`src/design/scmc_pkg.sv`:
```
// Purpose: constants, types and state layout of the system clock mode controller
// Assumes: 8-bit registers on a 32-bit classic Wishbone slave, one word each
// Notes:   byte address is four times the register index
package scmc_pkg;

  localparam logic [7:0]  SCMC_IDX_TGC  = 8'h36;
  localparam logic [7:0]  SCMC_IDX_SC1  = 8'h38;
  localparam logic [7:0]  SCMC_IDX_SC2  = 8'h39;
  localparam logic [7:0]  SCMC_IDX_STAT = 8'h3A;
  localparam logic [7:0]  SCMC_ADR_TGC  = {SCMC_IDX_TGC[5:0], 2'b00};
  localparam logic [7:0]  SCMC_ADR_SC1  = {SCMC_IDX_SC1[5:0], 2'b00};
  localparam logic [7:0]  SCMC_ADR_SC2  = {SCMC_IDX_SC2[5:0], 2'b00};
  localparam logic [7:0]  SCMC_ADR_STAT = {SCMC_IDX_STAT[5:0], 2'b00};

  localparam logic [7:0]  SCMC_TGC_RST  = 8'h00;
  localparam int          SCMC_TGC_DV7  = 4;
  localparam int          SCMC_TGC_TBEN = 3;
  localparam int          SCMC_SC1_STOP = 7;
  localparam int          SCMC_SC1_STOP_RELEASE_METHOD = 6;
  localparam int          SCMC_SC1_STOP_RETURN_MODE = 5;
  localparam int          SCMC_SC1_OUTE = 4;
  localparam int          SCMC_SC1_WUT  = 2;
  localparam int          SCMC_SC2_XEN  = 7;
  localparam int          SCMC_SC2_LOW_FREQ_OSC_ENABLE = 6;
  localparam int          SCMC_SC2_SCK  = 5;
  localparam int          SCMC_SC2_IDLE = 4;
  localparam int          SCMC_SC2_HALT = 2;

  // warm-up lengths in basic clocks, codes 00..11
  localparam logic [17:0] SCMC_WARM_FC0 = 18'h30000;
  localparam logic [17:0] SCMC_WARM_FC1 = 18'h10000;
  localparam logic [17:0] SCMC_WARM_FC2 = 18'h0C000;
  localparam logic [17:0] SCMC_WARM_FC3 = 18'h04000;
  localparam logic [17:0] SCMC_WARM_FS0 = 18'h06000;
  localparam logic [17:0] SCMC_WARM_FS1 = 18'h02000;
  localparam logic [17:0] SCMC_WARM_FS2 = 18'h000C0;
  localparam logic [17:0] SCMC_WARM_FS3 = 18'h00040;

  typedef enum logic [3:0] {
    SCMC_NORMAL1, SCMC_NORMAL2, SCMC_SLOW1, SCMC_SLOW2, SCMC_IDLE0, SCMC_IDLE1,
    SCMC_IDLE2, SCMC_SLEEP0, SCMC_SLEEP1, SCMC_SLEEP2, SCMC_STOP, SCMC_WARM
  } scmc_mode_e;

  typedef struct packed {
    logic        cyc;
    logic        stb;
    logic        we;
    logic [3:0]  sel;
    logic [7:0]  adr;
    logic [31:0] dat;
  } scmc_wb_req_s;

  typedef struct packed {
    scmc_mode_e  mode;
    logic [1:0]  pre;
    logic [5:0]  dlo;
    logic [14:0] dhi;
    logic [1:0]  mst;
    logic [7:0]  tgc;
    logic        stop_release_method;
    logic        stop_return_mode;
    logic        outen;
    logic [1:0]  warmup_time_select;
    logic        high_freq_osc_enable;
    logic        low_freq_osc_enable;
    logic        main_clock_select;
    logic [17:0] warm;
    logic        from_n;
    logic        ret_slow;
    logic        tb_arm;
    logic        tb_prev;
    logic [2:0]  lf_s;
    logic        lf_lvl;
    logic [2:0]  sp_s;
    logic        sp_lvl;
    logic        ack;
    logic [7:0]  dat;
    logic        cpu_en;
    logic        per_en;
    logic        tbt_en;
    logic        mcyc;
    logic        irq_take;
    logic        resume;
    logic        tb_latch;
    logic        hf_on;
    logic        lf_on;
    logic        lf_port;
  } scmc_st_s;

  localparam scmc_st_s SCMC_ST_RST = '{mode: SCMC_NORMAL1, high_freq_osc_enable: 1'b1, hf_on: 1'b1, lf_port: 1'b1,
                                       tgc: SCMC_TGC_RST, default: '0};

endpackage : scmc_pkg

```
`src/design/scmc_top.sv`:
```
// Purpose: timing generator, machine cycle sequencer and operating mode control
// Assumes: high-frequency basic clock is mclk_i itself; low-frequency clock arrives on a pin
// Notes:   clocks leave as one-cycle enables; stop release pin is active high
//
// The Wishbone slave port is this design's own decision.
`timescale 1ns/1ps
module scmc_top #(
  parameter logic [17:0] WARM_FC0 = scmc_pkg::SCMC_WARM_FC0,
  parameter logic [17:0] WARM_FC1 = scmc_pkg::SCMC_WARM_FC1,
  parameter logic [17:0] WARM_FC2 = scmc_pkg::SCMC_WARM_FC2,
  parameter logic [17:0] WARM_FC3 = scmc_pkg::SCMC_WARM_FC3,
  parameter logic [17:0] WARM_FS0 = scmc_pkg::SCMC_WARM_FS0,
  parameter logic [17:0] WARM_FS1 = scmc_pkg::SCMC_WARM_FS1,
  parameter logic [17:0] WARM_FS2 = scmc_pkg::SCMC_WARM_FS2,
  parameter logic [17:0] WARM_FS3 = scmc_pkg::SCMC_WARM_FS3
) (
  input  wire logic                   mclk_i,
  input  wire logic                   rst_i,
  input  wire scmc_pkg::scmc_wb_req_s wb_req_i,
  output logic [31:0]                 wb_dat_o,
  output logic                        wb_ack_o,
  input  wire logic                   low_freq_osc_in_i,
  input  wire logic                   stop_release_i,
  input  wire logic                   irq_req_i,
  input  wire logic                   interrupt_master_enable_i,
  input  wire logic                   time_base_irq_enable_i,
  output logic                        cpu_clk_en_o,
  output logic                        periph_clk_en_o,
  output logic                        time_base_clk_en_o,
  output logic                        machine_cycle_o,
  output logic [1:0]                  machine_state_o,
  output logic [20:0]                 divider_o,
  output logic                        irq_service_o,
  output logic                        resume_next_o,
  output logic                        time_base_interrupt_latch_o,
  output logic                        high_freq_osc_on_o,
  output logic                        low_freq_osc_on_o,
  output logic                        low_freq_pins_port_o,
  output logic                        port_output_keep_o
);
  import scmc_pkg::*;

  scmc_st_s    r;
  scmc_st_s    next_r;
  logic        fs_tick;
  logic        sp_rise;
  logic        slow;
  logic        fc_run;
  logic        lo_run;
  logic        pre_c;
  logic        c6;
  logic        src7;
  logic        main_tick;
  logic        runs;
  logic        bnd;
  logic        tb_bit;
  logic        tb_fall;
  logic        acc;
  logic        wr;
  logic        stop_req;
  logic        halt_req;
  logic        idle_req;
  logic        warm_tick;
  logic        release_ev;
  logic [7:0]  rd;

  function automatic logic is_slow(input scmc_mode_e m);
    is_slow = (m == SCMC_SLOW1) || (m == SCMC_SLOW2) || (m == SCMC_SLEEP0) ||
              (m == SCMC_SLEEP1) || (m == SCMC_SLEEP2);
  endfunction : is_slow

  function automatic logic is_run(input scmc_mode_e m);
    is_run = (m == SCMC_NORMAL1) || (m == SCMC_NORMAL2) || (m == SCMC_SLOW1) || (m == SCMC_SLOW2);
  endfunction : is_run

  // time-base source taps on prescaler and divider chain
  function automatic logic tb_src(input logic [2:0] code, input logic [22:0] chain);
    case (code)
      3'h0:    tb_src = chain[22];
      3'h1:    tb_src = chain[20];
      3'h2:    tb_src = chain[17];
      3'h3:    tb_src = chain[15];
      3'h4:    tb_src = chain[14];
      3'h5:    tb_src = chain[13];
      3'h6:    tb_src = chain[12];
      default: tb_src = chain[10];
    endcase
  endfunction : tb_src

  ////////////////////////////////////////////////////////////////////////////////
  always_comb begin
    next_r = r;
    rd     = 8'h00;
    // three-stage synchronisers, level accepted when stages two and three agree
    next_r.lf_s = {r.lf_s[1:0], low_freq_osc_in_i};
    next_r.sp_s = {r.sp_s[1:0], stop_release_i};
    if (r.lf_s[1] == r.lf_s[2]) begin
      next_r.lf_lvl = r.lf_s[2];
    end
    if (r.sp_s[1] == r.sp_s[2]) begin
      next_r.sp_lvl = r.sp_s[2];
    end
    fs_tick = (r.lf_s[1] == r.lf_s[2]) & r.lf_s[2] & ~r.lf_lvl;
    sp_rise = (r.sp_s[1] == r.sp_s[2]) & r.sp_s[2] & ~r.sp_lvl;

    slow   = is_slow(r.mode);
    runs   = (r.mode != SCMC_STOP) && (r.mode != SCMC_WARM);
    fc_run = !((r.mode == SCMC_STOP) || (r.mode == SCMC_SLOW1) || (r.mode == SCMC_SLEEP1) ||
               (r.mode == SCMC_SLEEP0) || ((r.mode == SCMC_WARM) && r.ret_slow));

    // divider chain
    lo_run = fc_run & ~slow;
    pre_c  = lo_run & (r.pre == 2'h3);
    c6     = pre_c & (r.dlo == 6'h3F);
    if (lo_run) begin
      next_r.pre = r.pre + 2'h1;
    end
    if (pre_c) begin
      next_r.dlo = r.dlo + 6'h01;
    end
    if (slow || ((r.mode == SCMC_WARM) && !r.from_n)) begin
      src7 = fs_tick;
    end else if (r.mode == SCMC_WARM) begin
      src7 = c6;
    end else if (r.tgc[SCMC_TGC_DV7]) begin
      src7 = fs_tick;
    end else begin
      src7 = c6;
    end
    if (src7 && (r.mode != SCMC_STOP)) begin
      next_r.dhi = r.dhi + 15'h0001;
    end
    tb_bit         = tb_src(r.tgc[2:0], {r.dhi, r.dlo, r.pre});
    next_r.tb_prev = tb_bit;
    tb_fall        = r.tb_prev & ~tb_bit;

    // main system clock: one state per fc or fs clock
    main_tick = runs & (slow ? fs_tick : fc_run);
    bnd       = main_tick & (r.mst == 2'h3);
    if (main_tick && (r.mode != SCMC_IDLE0) && (r.mode != SCMC_SLEEP0)) begin
      next_r.mst = r.mst + 2'h1;
    end
    next_r.cpu_en   = main_tick & is_run(r.mode);
    next_r.per_en   = main_tick & (r.mode != SCMC_IDLE0) & (r.mode != SCMC_SLEEP0);
    next_r.tbt_en   = main_tick;
    next_r.mcyc     = next_r.per_en & (r.mst == 2'h3);
    next_r.hf_on    = fc_run;
    next_r.lf_on    = r.low_freq_osc_enable & (r.mode != SCMC_STOP);
    next_r.lf_port  = ~r.low_freq_osc_enable;
    next_r.irq_take = 1'b0;
    next_r.resume   = 1'b0;
    next_r.tb_latch = 1'b0;

    ////////////////////////////////////////////////////////////////////////////////
    // classic Wishbone: ack one cycle after strobe, writes land at the ack edge
    acc       = wb_req_i.cyc & wb_req_i.stb;
    wr        = acc & wb_req_i.we & r.ack & wb_req_i.sel[0];
    next_r.ack = acc & ~r.ack;
    case (wb_req_i.adr)
      SCMC_ADR_TGC:  rd = r.tgc;
      SCMC_ADR_SC1:  rd = {1'b0, r.stop_release_method, r.stop_return_mode, r.outen, r.warmup_time_select, 2'b00};
      SCMC_ADR_SC2:  rd = {r.high_freq_osc_enable, r.low_freq_osc_enable, slow, 5'h00};               // clock monitor
      SCMC_ADR_STAT: rd = {r.mst, 2'b00, r.mode};
      default:       rd = 8'h00;
    endcase
    if (acc && !r.ack) begin
      next_r.dat = rd;
    end
    stop_req = 1'b0;
    halt_req = 1'b0;
    idle_req = 1'b0;
    if (wr && (wb_req_i.adr == SCMC_ADR_TGC)) begin
      next_r.tgc = wb_req_i.dat[7:0];
    end
    if (wr && (wb_req_i.adr == SCMC_ADR_SC1)) begin
      next_r.stop_release_method  = wb_req_i.dat[SCMC_SC1_STOP_RELEASE_METHOD];
      next_r.stop_return_mode  = wb_req_i.dat[SCMC_SC1_STOP_RETURN_MODE];
      next_r.outen = wb_req_i.dat[SCMC_SC1_OUTE];
      next_r.warmup_time_select   = wb_req_i.dat[SCMC_SC1_WUT +: 2];
      stop_req     = wb_req_i.dat[SCMC_SC1_STOP];
    end
    if (wr && (wb_req_i.adr == SCMC_ADR_SC2)) begin
      next_r.high_freq_osc_enable   = wb_req_i.dat[SCMC_SC2_XEN];
      next_r.low_freq_osc_enable  = wb_req_i.dat[SCMC_SC2_LOW_FREQ_OSC_ENABLE];
      next_r.main_clock_select = wb_req_i.dat[SCMC_SC2_SCK];
      idle_req     = wb_req_i.dat[SCMC_SC2_IDLE];
      halt_req     = wb_req_i.dat[SCMC_SC2_HALT];
    end

    ////////////////////////////////////////////////////////////////////////////////
    release_ev = r.stop_release_method ? r.sp_lvl : sp_rise;
    warm_tick  = r.ret_slow ? fs_tick : 1'b1;
    case (r.mode)
      SCMC_NORMAL1: begin
        if (r.low_freq_osc_enable) begin
          next_r.mode = SCMC_NORMAL2;
        end
      end
      SCMC_NORMAL2: begin
        if (!r.low_freq_osc_enable) begin
          next_r.mode = SCMC_NORMAL1;
        end else if (r.main_clock_select && bnd) begin
          next_r.mode = SCMC_SLOW2;
        end
      end
      SCMC_SLOW2: begin
        if (!r.high_freq_osc_enable) begin
          next_r.mode = SCMC_SLOW1;
        end else if (!r.main_clock_select && bnd) begin
          next_r.mode = SCMC_NORMAL2;
        end
      end
      SCMC_SLOW1: begin
        if (r.high_freq_osc_enable) begin
          next_r.mode = SCMC_SLOW2;
        end
      end
      SCMC_IDLE1, SCMC_IDLE2, SCMC_SLEEP1, SCMC_SLEEP2: begin
        if (irq_req_i) begin
          case (r.mode)
            SCMC_IDLE1:  next_r.mode = SCMC_NORMAL1;
            SCMC_IDLE2:  next_r.mode = SCMC_NORMAL2;
            SCMC_SLEEP1: next_r.mode = SCMC_SLOW1;
            default:     next_r.mode = SCMC_SLOW2;
          endcase
          next_r.irq_take = interrupt_master_enable_i;
          next_r.resume   = ~interrupt_master_enable_i;
        end
      end
      SCMC_IDLE0, SCMC_SLEEP0: begin
        if (tb_fall) begin
          next_r.mode     = (r.mode == SCMC_IDLE0) ? SCMC_NORMAL1 : SCMC_SLOW1;
          next_r.tb_latch = r.tb_arm;
          next_r.irq_take = interrupt_master_enable_i & time_base_irq_enable_i & r.tb_arm;
          next_r.resume   = ~(interrupt_master_enable_i & time_base_irq_enable_i & r.tb_arm);
        end
      end
      SCMC_STOP: begin
        if (release_ev) begin
          next_r.mode     = SCMC_WARM;
          next_r.ret_slow = r.stop_return_mode;
          next_r.pre      = 2'h0;
          next_r.dlo      = 6'h00;
          next_r.dhi      = 15'h0000;
          case (r.warmup_time_select)
            2'h0:    next_r.warm = r.stop_return_mode ? WARM_FS0 : WARM_FC0;
            2'h1:    next_r.warm = r.stop_return_mode ? WARM_FS1 : WARM_FC1;
            2'h2:    next_r.warm = r.stop_return_mode ? WARM_FS2 : WARM_FC2;
            default: next_r.warm = r.stop_return_mode ? WARM_FS3 : WARM_FC3;
          endcase
        end
      end
      SCMC_WARM: begin
        if (warm_tick) begin
          next_r.warm = r.warm - 18'h00001;
          if (r.warm == 18'h00001) begin
            next_r.mst    = 2'h0;
            next_r.resume = 1'b1;
            if (r.ret_slow) begin
              next_r.mode = SCMC_SLOW1;
            end else begin
              next_r.mode = r.low_freq_osc_enable ? SCMC_NORMAL2 : SCMC_NORMAL1;
            end
          end
        end
      end
      default: next_r.mode = SCMC_NORMAL1;
    endcase

    // software requests taken only from a running mode
    if (is_run(r.mode)) begin
      if (stop_req) begin
        next_r.mode   = SCMC_STOP;
        next_r.from_n = ~slow;
        next_r.pre    = 2'h0;
        next_r.dlo    = 6'h00;
        next_r.dhi    = 15'h0000;
        next_r.mst    = 2'h0;
      end else if (halt_req) begin
        next_r.mode   = slow ? SCMC_SLEEP0 : SCMC_IDLE0;
        next_r.tb_arm = r.tgc[SCMC_TGC_TBEN];
      end else if (idle_req) begin
        case (r.mode)
          SCMC_NORMAL1: next_r.mode = SCMC_IDLE1;
          SCMC_NORMAL2: next_r.mode = SCMC_IDLE2;
          SCMC_SLOW1:   next_r.mode = SCMC_SLEEP1;
          default:      next_r.mode = SCMC_SLEEP2;
        endcase
      end
    end
  end

  // reset is also the pin release of stop: always back to NORMAL1
  always_ff @(posedge mclk_i or posedge rst_i) begin
    if (rst_i) begin
      r <= SCMC_ST_RST;
    end else begin
      r <= next_r;
    end
  end

  assign wb_dat_o                    = {24'h000000, r.dat};
  assign wb_ack_o                    = r.ack;
  assign cpu_clk_en_o                = r.cpu_en;
  assign periph_clk_en_o             = r.per_en;
  assign time_base_clk_en_o          = r.tbt_en;
  assign machine_cycle_o             = r.mcyc;
  assign machine_state_o             = r.mst;
  assign divider_o                   = {r.dhi, r.dlo};
  assign irq_service_o               = r.irq_take;
  assign resume_next_o               = r.resume;
  assign time_base_interrupt_latch_o = r.tb_latch;
  assign high_freq_osc_on_o          = r.hf_on;
  assign low_freq_osc_on_o           = r.lf_on;
  assign low_freq_pins_port_o        = r.lf_port;
  assign port_output_keep_o          = r.outen;

  ////////////////////////////////////////////////////////////////////////////////
  property p_stop_clear;
    @(posedge mclk_i) disable iff (rst_i) (r.mode == SCMC_STOP) |-> (r.pre == 2'h0) && ({r.dhi, r.dlo} == 21'h0);
  endproperty
  a_stop_clear: assert property (p_stop_clear) else $error("divider not clear in stop");

  property p_low_frozen;
    @(posedge mclk_i) disable iff (rst_i) slow && $past(slow) |-> $stable(r.dlo) && $stable(r.pre);
  endproperty
  a_low_frozen: assert property (p_low_frozen) else $error("low stages ran in slow");

  property p_slow_fs;
    @(posedge mclk_i) disable iff (rst_i) slow && fs_tick |=> r.dhi == $past(r.dhi) + 15'h0001;
  endproperty
  a_slow_fs: assert property (p_slow_fs) else $error("stage seven missed fs");

  property p_cycle_wrap;
    @(posedge mclk_i) disable iff (rst_i) r.mcyc |-> (r.mst == 2'h0) ##1 ((r.mst == 2'h0) || (r.mst == 2'h1));
  endproperty
  a_cycle_wrap: assert property (p_cycle_wrap) else $error("machine cycle not four states");

  property p_switch_bnd;
    @(posedge mclk_i) disable iff (rst_i) $changed(slow) && $past(runs) && runs |-> $past(r.mst) == 2'h3;
  endproperty
  a_switch_bnd: assert property (p_switch_bnd) else $error("clock switched mid cycle");

  property p_idle1_wake;
    @(posedge mclk_i) disable iff (rst_i) (r.mode == SCMC_IDLE1) && irq_req_i
      |=> (r.mode == SCMC_NORMAL1) && (r.irq_take != r.resume);
  endproperty
  a_idle1_wake: assert property (p_idle1_wake) else $error("idle1 wake wrong");

  property p_ime_take;
    @(posedge mclk_i) disable iff (rst_i) (r.mode == SCMC_IDLE2) && irq_req_i && interrupt_master_enable_i
      |=> r.irq_take ##1 !r.irq_take;
  endproperty
  a_ime_take: assert property (p_ime_take) else $error("interrupt not serviced on wake");

  property p_idle0_latch;
    @(posedge mclk_i) disable iff (rst_i) (r.mode == SCMC_IDLE0) && tb_fall && r.tb_arm
      |=> r.tb_latch && (r.mode == SCMC_NORMAL1);
  endproperty
  a_idle0_latch: assert property (p_idle0_latch) else $error("idle0 latch missing");

  property p_sleep0_ret;
    @(posedge mclk_i) disable iff (rst_i) (r.mode == SCMC_SLEEP0) && tb_fall |=> r.mode == SCMC_SLOW1;
  endproperty
  a_sleep0_ret: assert property (p_sleep0_ret) else $error("sleep0 not back to slow1");

  property p_warm_slow;
    @(posedge mclk_i) disable iff (rst_i) (r.mode == SCMC_WARM) && r.ret_slow && (r.warm == 18'h00001) && fs_tick
      |=> (r.mode == SCMC_SLOW1) && r.resume;
  endproperty
  a_warm_slow: assert property (p_warm_slow) else $error("stop return mode wrong");

endmodule : scmc_top

```
`config.mk`:
```
export PLATFORM = sky130hd
export DESIGN_NAME = scmc_top
export DESIGN_NICKNAME = d
export VERILOG_FILES = /design/src/design/scmc_pkg.sv /design/src/design/scmc_top.sv
export SDC_FILE = /design/constraint.sdc
export NUM_CORES = 1
export LEC_CHECK = 0
export ABC_AREA = 1
export BUFFER_PORTS_ARGS = -buffer_cell sky130_fd_sc_hd__buf_2
export CORE_AREA = 2 2 121 123
export CTS_BUF_LIST = sky130_fd_sc_hd__clkbuf_4 sky130_fd_sc_hd__clkbuf_8
export DETAILED_ROUTE_END_ITERATION = 12
export DIE_AREA = 0 0 123 125
export GPL_TIMING_DRIVEN = 0
export SLEW_MARGIN = 20
export SYNTH_ARGS = -nofsm -noshare
export SYNTH_HDL_FRONTEND = slang
export SYNTH_SLANG_ARGS = --single-unit
```
`constraint.sdc`:
```
create_clock -name mclk_i -period 9.87 [get_ports mclk_i]
set_clock_uncertainty 0.1 [all_clocks]
set_input_delay 1.974 -clock mclk_i [delete_from_list [all_inputs] [get_ports mclk_i]]
set_output_delay 1.974 -clock mclk_i [all_outputs]
set_load 0.02 [all_outputs]
```
# Yosys cells after proc, flatten, opt, wreduce, memory -nomap -nowiden
# Index checks and enable logic that the tools add are counted.
word_totals:
  rom_bits: 0
  in_bits: 54
  out_inout_bits: 67
  latchBits: 0
  word_cells: 200
  mem_count: 0
  ramBits: 0
  regBits: 94
classes:
  n_shift: 0
  n_div: 0
  n_addsub: 5
  n_eq_ne: 35
  n_reduce_logical: 38
  mul: 0
  mux: 57
  bitwise_logic: 31
  magnitude_cmp: 0
op_table:
  columns: ["op", "count"]
  rows:
  - ["18-bit 2-to-1 mux", 3]
  - ["18-bit one-hot mux with 3 select lines", 1]
  - ["4-bit 2-to-1 mux", 13]
  - ["18-bit one-hot mux with 2 select lines", 1]
  - ["8-bit == test, second input constant", 4]
  - ["4-bit one-hot mux with 8 select lines", 1]
  - ["8-bit one-hot mux with 4 select lines", 1]
  - ["15-bit 2-to-1 mux", 2]
  - ["29-bit 2-to-1 mux", 1]
  - ["27-bit 2-to-1 mux", 1]
  - ["25-bit 2-to-1 mux", 1]
  - ["23-bit 2-to-1 mux", 1]
  - ["1-bit AND", 22]
  - ["18-bit by 1-bit == test with 1-bit output, second input constant", 1]
  - ["2-bit 2-to-1 mux", 9]
  - ["18-bit by 1-bit subtractor with 18-bit output, second input constant", 1]
  - ["17-bit 2-to-1 mux", 1]
  - ["4-bit by 3-bit == test with 1-bit output, second input constant", 4]
  - ["4-bit == test, second input constant", 4]
  - ["16-bit 2-to-1 mux", 1]
  - ["15-bit by 1-bit adder with 15-bit output, second input constant", 1]
  - ["1-bit 2-to-1 mux", 13]
  - ["1-bit logical AND", 12]
  - ["1-bit logical OR", 12]
  - ["31 further kinds", 55]

# Longest topological paths before layout
depth:
  ltp_word: 20
  ltp_mapped: 16
  ltp_nobuf: 15

# Worst setup path after synthesis
# OpenSTA, ideal clock, no wires.
synth_timing:
  path_type: "input -> register"
  startpoint: "in wb_req_i[33] (netlist bit)"
  endpoint: "reg r (netlist bit divider_o[7])"
  setup_ns: 0.126
  path_stages: 10
  n_path_buf: 1
  slack_ns: 6.274
  required_ns: 9.644
  arrival_time_ns: 3.370
  cell_sequence: "or2_2 -> nor3_2 -> inv_1 -> nor2_1 -> inv_1 -> nor2_2 -> nand2_1 -> nand2_1 -> buf_2 -> a211oi_1"
synth_lines:
  columns: ["item", "line", "text"]
  rows:
  - ["start, declared", "scmc_top.sv:19", "input wire scmc_pkg::scmc_wb_req_s wb_req_i,"]
  - ["end signal, assigned", "scmc_top.sv:298", "r <= next_r;"]
  - ["end, declared", "scmc_top.sv:43", "scmc_st_s r;"]

==> impl_results.md <==
* WL per Instance at roughly 13 um
* Final Worst Setup Slack at roughly 6100 ps
* CP endpoint kind: register
* Fin. max-slew vios at 0
* Synth unique cells at a little under 50
* Port Buffers at just under 70
* Share of post-route cells with drive strength above 1 at roughly a quarter
* Pwr Total at just over 1 mW
* Net total in the final layout at 868
* Largest net degree at the start of global routing at 62
* Register Area at between 2000 and 2500 sq um
* Critical Path RT at about 10000 ps
* Die Area at 15400 sq um
* Hpwl dp at about 9.7 mm
* Global-route wire length before repair at 21.1 mm
* Die W at roughly 120 um
* RePlAce Congestion at 0.905
* Cell area power density at roughly 160 nW/um^2
* Worst-skew pair later-pin latency at 390 ps
* Initial antenna violation count at 0
* DRT Pass-1 Iters at 4
* Clock Tree Root: clkbuf_8
* Placed cell count at 979
* # setup viols final at 0
* Fillers at around 1.5k
* Core Footprint at about 14000 sq um
* Setup CP Type: in2reg
* H-tree depth at 3
* Pre-CTS setup slack at between 5000 and 6000 ps
* CTS-repair resized insts at 0
* Cell Rows at 44
* DRT Wirelength at 12.6 mm
* Vias at 4668
* Final hold vios at 0
* Crit path buffers/inverters at 4
* Synth-to-layout area growth at 16.9%
* Critical-path cell list: buf_2 -> or2_2 -> nor3_2 -> inv_1 -> nor2_1 -> inv_1 -> nor2_2 -> nand2_1 -> nand2_1 -> buf_2 -> nor2_1
* Number of buffers added for setup after CTS at 0
* Overflow after GRT at 0
* CP top delay family: simple AND/OR/NAND/NOR gates
* DRT antenna net count at 0
* Setup TNS at 0 ps
* Post-synthesis sequential area ratio at between 40% and 50%
* Vias in the first global route at approximately 4.4k
* CTS tree: done
* Maximum VDD drop at 0.100 mV
* Status: completed
* Initial Util at slightly below 40%
* Synth warnings at 0
* Clk slew on worst S/H paths at 90 ps
* Min Tclk post-route at 3760 ps
* DRC at 0
* Critical path data arrival time at 3920 ps
* Leak Pwr at between 3 and 4 nW
* Post-Syn Area per Cell at 7.83 sq um
* All-Layer GR Usage at between 10% and 20%
* CTS Buf Count at 9
* CTS Buffer Depth at 2
* Max_cap viols at 0
* Ant diodes at 0
* Area of the multi-input gates at around 2400 sq um
* Mapped Area at around 5500 sq um
* Vias per cell at between 4 and 5
* Chip Height at approximately 130 um
* Unrepaired setup endpoints after global routing: no
* Crit path max fanout at 10
* Crit path max-delay cell type: or2_2
* Flops & latches, synth at 94
* Final Cycle Share at 38.0%
* Worst slew pin tran at 650 ps
* Cts hold-fix bufs at 0
* First DRT Iteration DRCs at between 200 and 300
* Clk sinks at 94
* Final Core Density at a little under half
* CP peak stage delay at about 320 ps
* Finished Layout Cells at slightly below 1k
* CP startpoint kind: primary input
* Post-synthesis instance total at between 700 and 800
* Hold WC Path Type: reg2reg
* Num ports at roughly 120
* Highest clock rate at 266 MHz
* Rel. slew slack at 56.2%
[final cells by class]
class	count	share of cell area, %
multi-input combinational	466	37.2
sequential	94	36.7
tap	184	3.58
clock inverter	5	1.27
clock buffer	11	2.36
timing repair buffer	70	5.81
buffer	65	7.23
inverter	100	5.92
[through the flow]
step	hold slack, ps	cell area (sq um)
after detailed placement	241	6190
final	258	6420
after floorplan	231	5580
after global routing	269	6420
after global placement	235	6160
after CTS	264	6420
[power breakdown]
part	switching [mW]	internal, mW
Clock	0.143	0.157
Sequential	0.0359	0.418
Combinational	0.156	0.104
Total	0.335	0.679
[registers in the layout, indices dropped and copies added (netlist names)]
| signal | cells |
|---|---|
| periph_clk_en_o | 1 |
| low_freq_pins_port_o | 1 |
| r | 47 |
| high_freq_osc_on_o | 1 |
| wb_ack_o | 1 |
| machine_state_o | 2 |
| cpu_clk_en_o | 1 |
| divider_o | 21 |
| low_freq_osc_on_o | 1 |
| port_output_keep_o | 1 |
| resume_next_o | 1 |
| time_base_clk_en_o | 1 |
| time_base_interrupt_latch_o | 1 |
| next_r | 4 |
| machine_cycle_o | 1 |
| irq_service_o | 1 |
| wb_dat_o | 8 |
[kinds of logic (layout without fill, tap and decap cells)]
kind of cell / count (synthesis) / after routing / share of synthesized area (%)
flops: 94 / 94 / 42.9
fa+ha+maj: 8 / 8 / 1.82
mux: 1 / 1 / 0.205
compound gates: 121 / 121 / 12.7
other cells: 1 / 24 / 0.0682
xor+xnor: 13 / 13 / 2.07
simple gates: 299 / 299 / 25.0
buf+inv: 165 / 251 / 15.3
[Yosys cell counts, drive strengths merged]
cell     instances  area share, %
a31oi            5           0.57
nor3b            3           0.50
and3             1           0.11
o41ai            1           0.16
o22ai            6           0.68
mux2             1           0.20
a21oi           35            3.3
or2              2           0.23
xor2            11            1.8
conb             1          0.068
o21a             1           0.14
nor2            93            7.3
ha               8            1.8
nor3            23            2.3
o211ai           9            1.2
clkbuf           6           0.41
nand3           35            3.6
o21bai           1           0.14
dfstp            3            1.4
xnor2            2           0.32
a32oi            1           0.16
a211oi           2           0.27
nand4            8            1.2
a22oi            3           0.41
nand2          130            9.4
a221oi           2           0.32
buf             59            8.0
inv            100            6.8
dfrtp           91             41
nor4             4           0.46
o2111ai          1           0.16
o21ai           53            5.0
o311ai           1           0.16
[layout by cell type (no fill, tap or decap), types with 3 or more instances in the layout]
cell type and instances:
nand2_1 123, dfrtp_1 91, inv_1 88, nor2_1 83
buf_2 71, buf_4 56, o21ai_0 48, a21oi_1 34
nand3_1 32, conb_1 24, nor3_1 21, inv_2 11
xor2_1 11, clkbuf_8 11, o211ai_1 9, ha_1 8
nand4_1 7, o22ai_1 6, clkbuf_1 6, a31oi_1 5
nand2_2 5, nor2_4 5, nor2_2 5, nor4_1 4
o21ai_2 3, a22oi_1 3, dfstp_2 3
[metal layers]
layer  vias to the layer above  part of all wire [%]  track usage [%]
met5                         -                     0                0
met4                         0                   1.7             5.15
met3                        16                   5.4             3.88
met2                        93                    47             27.9
met1                      2151                    45             23.3
li1                       2408                     -                -
[path summary, 6_finish.rpt]
path                               from            end  slack, ps  cells after the start
max                        wb_req_i[33]  divider_o[18]       6110                     11
min                          next_r[25]     next_r[26]        260                      0
max reg2reg                       r[26]          r[38]       7550                     10
min reg2reg                  next_r[25]     next_r[26]        260                      0
max in group asynchronous         rst_i          r[51]       7570                      3
min in group asynchronous         rst_i   divider_o[1]       1460                      2
Power figures use the tool's default switching activity.
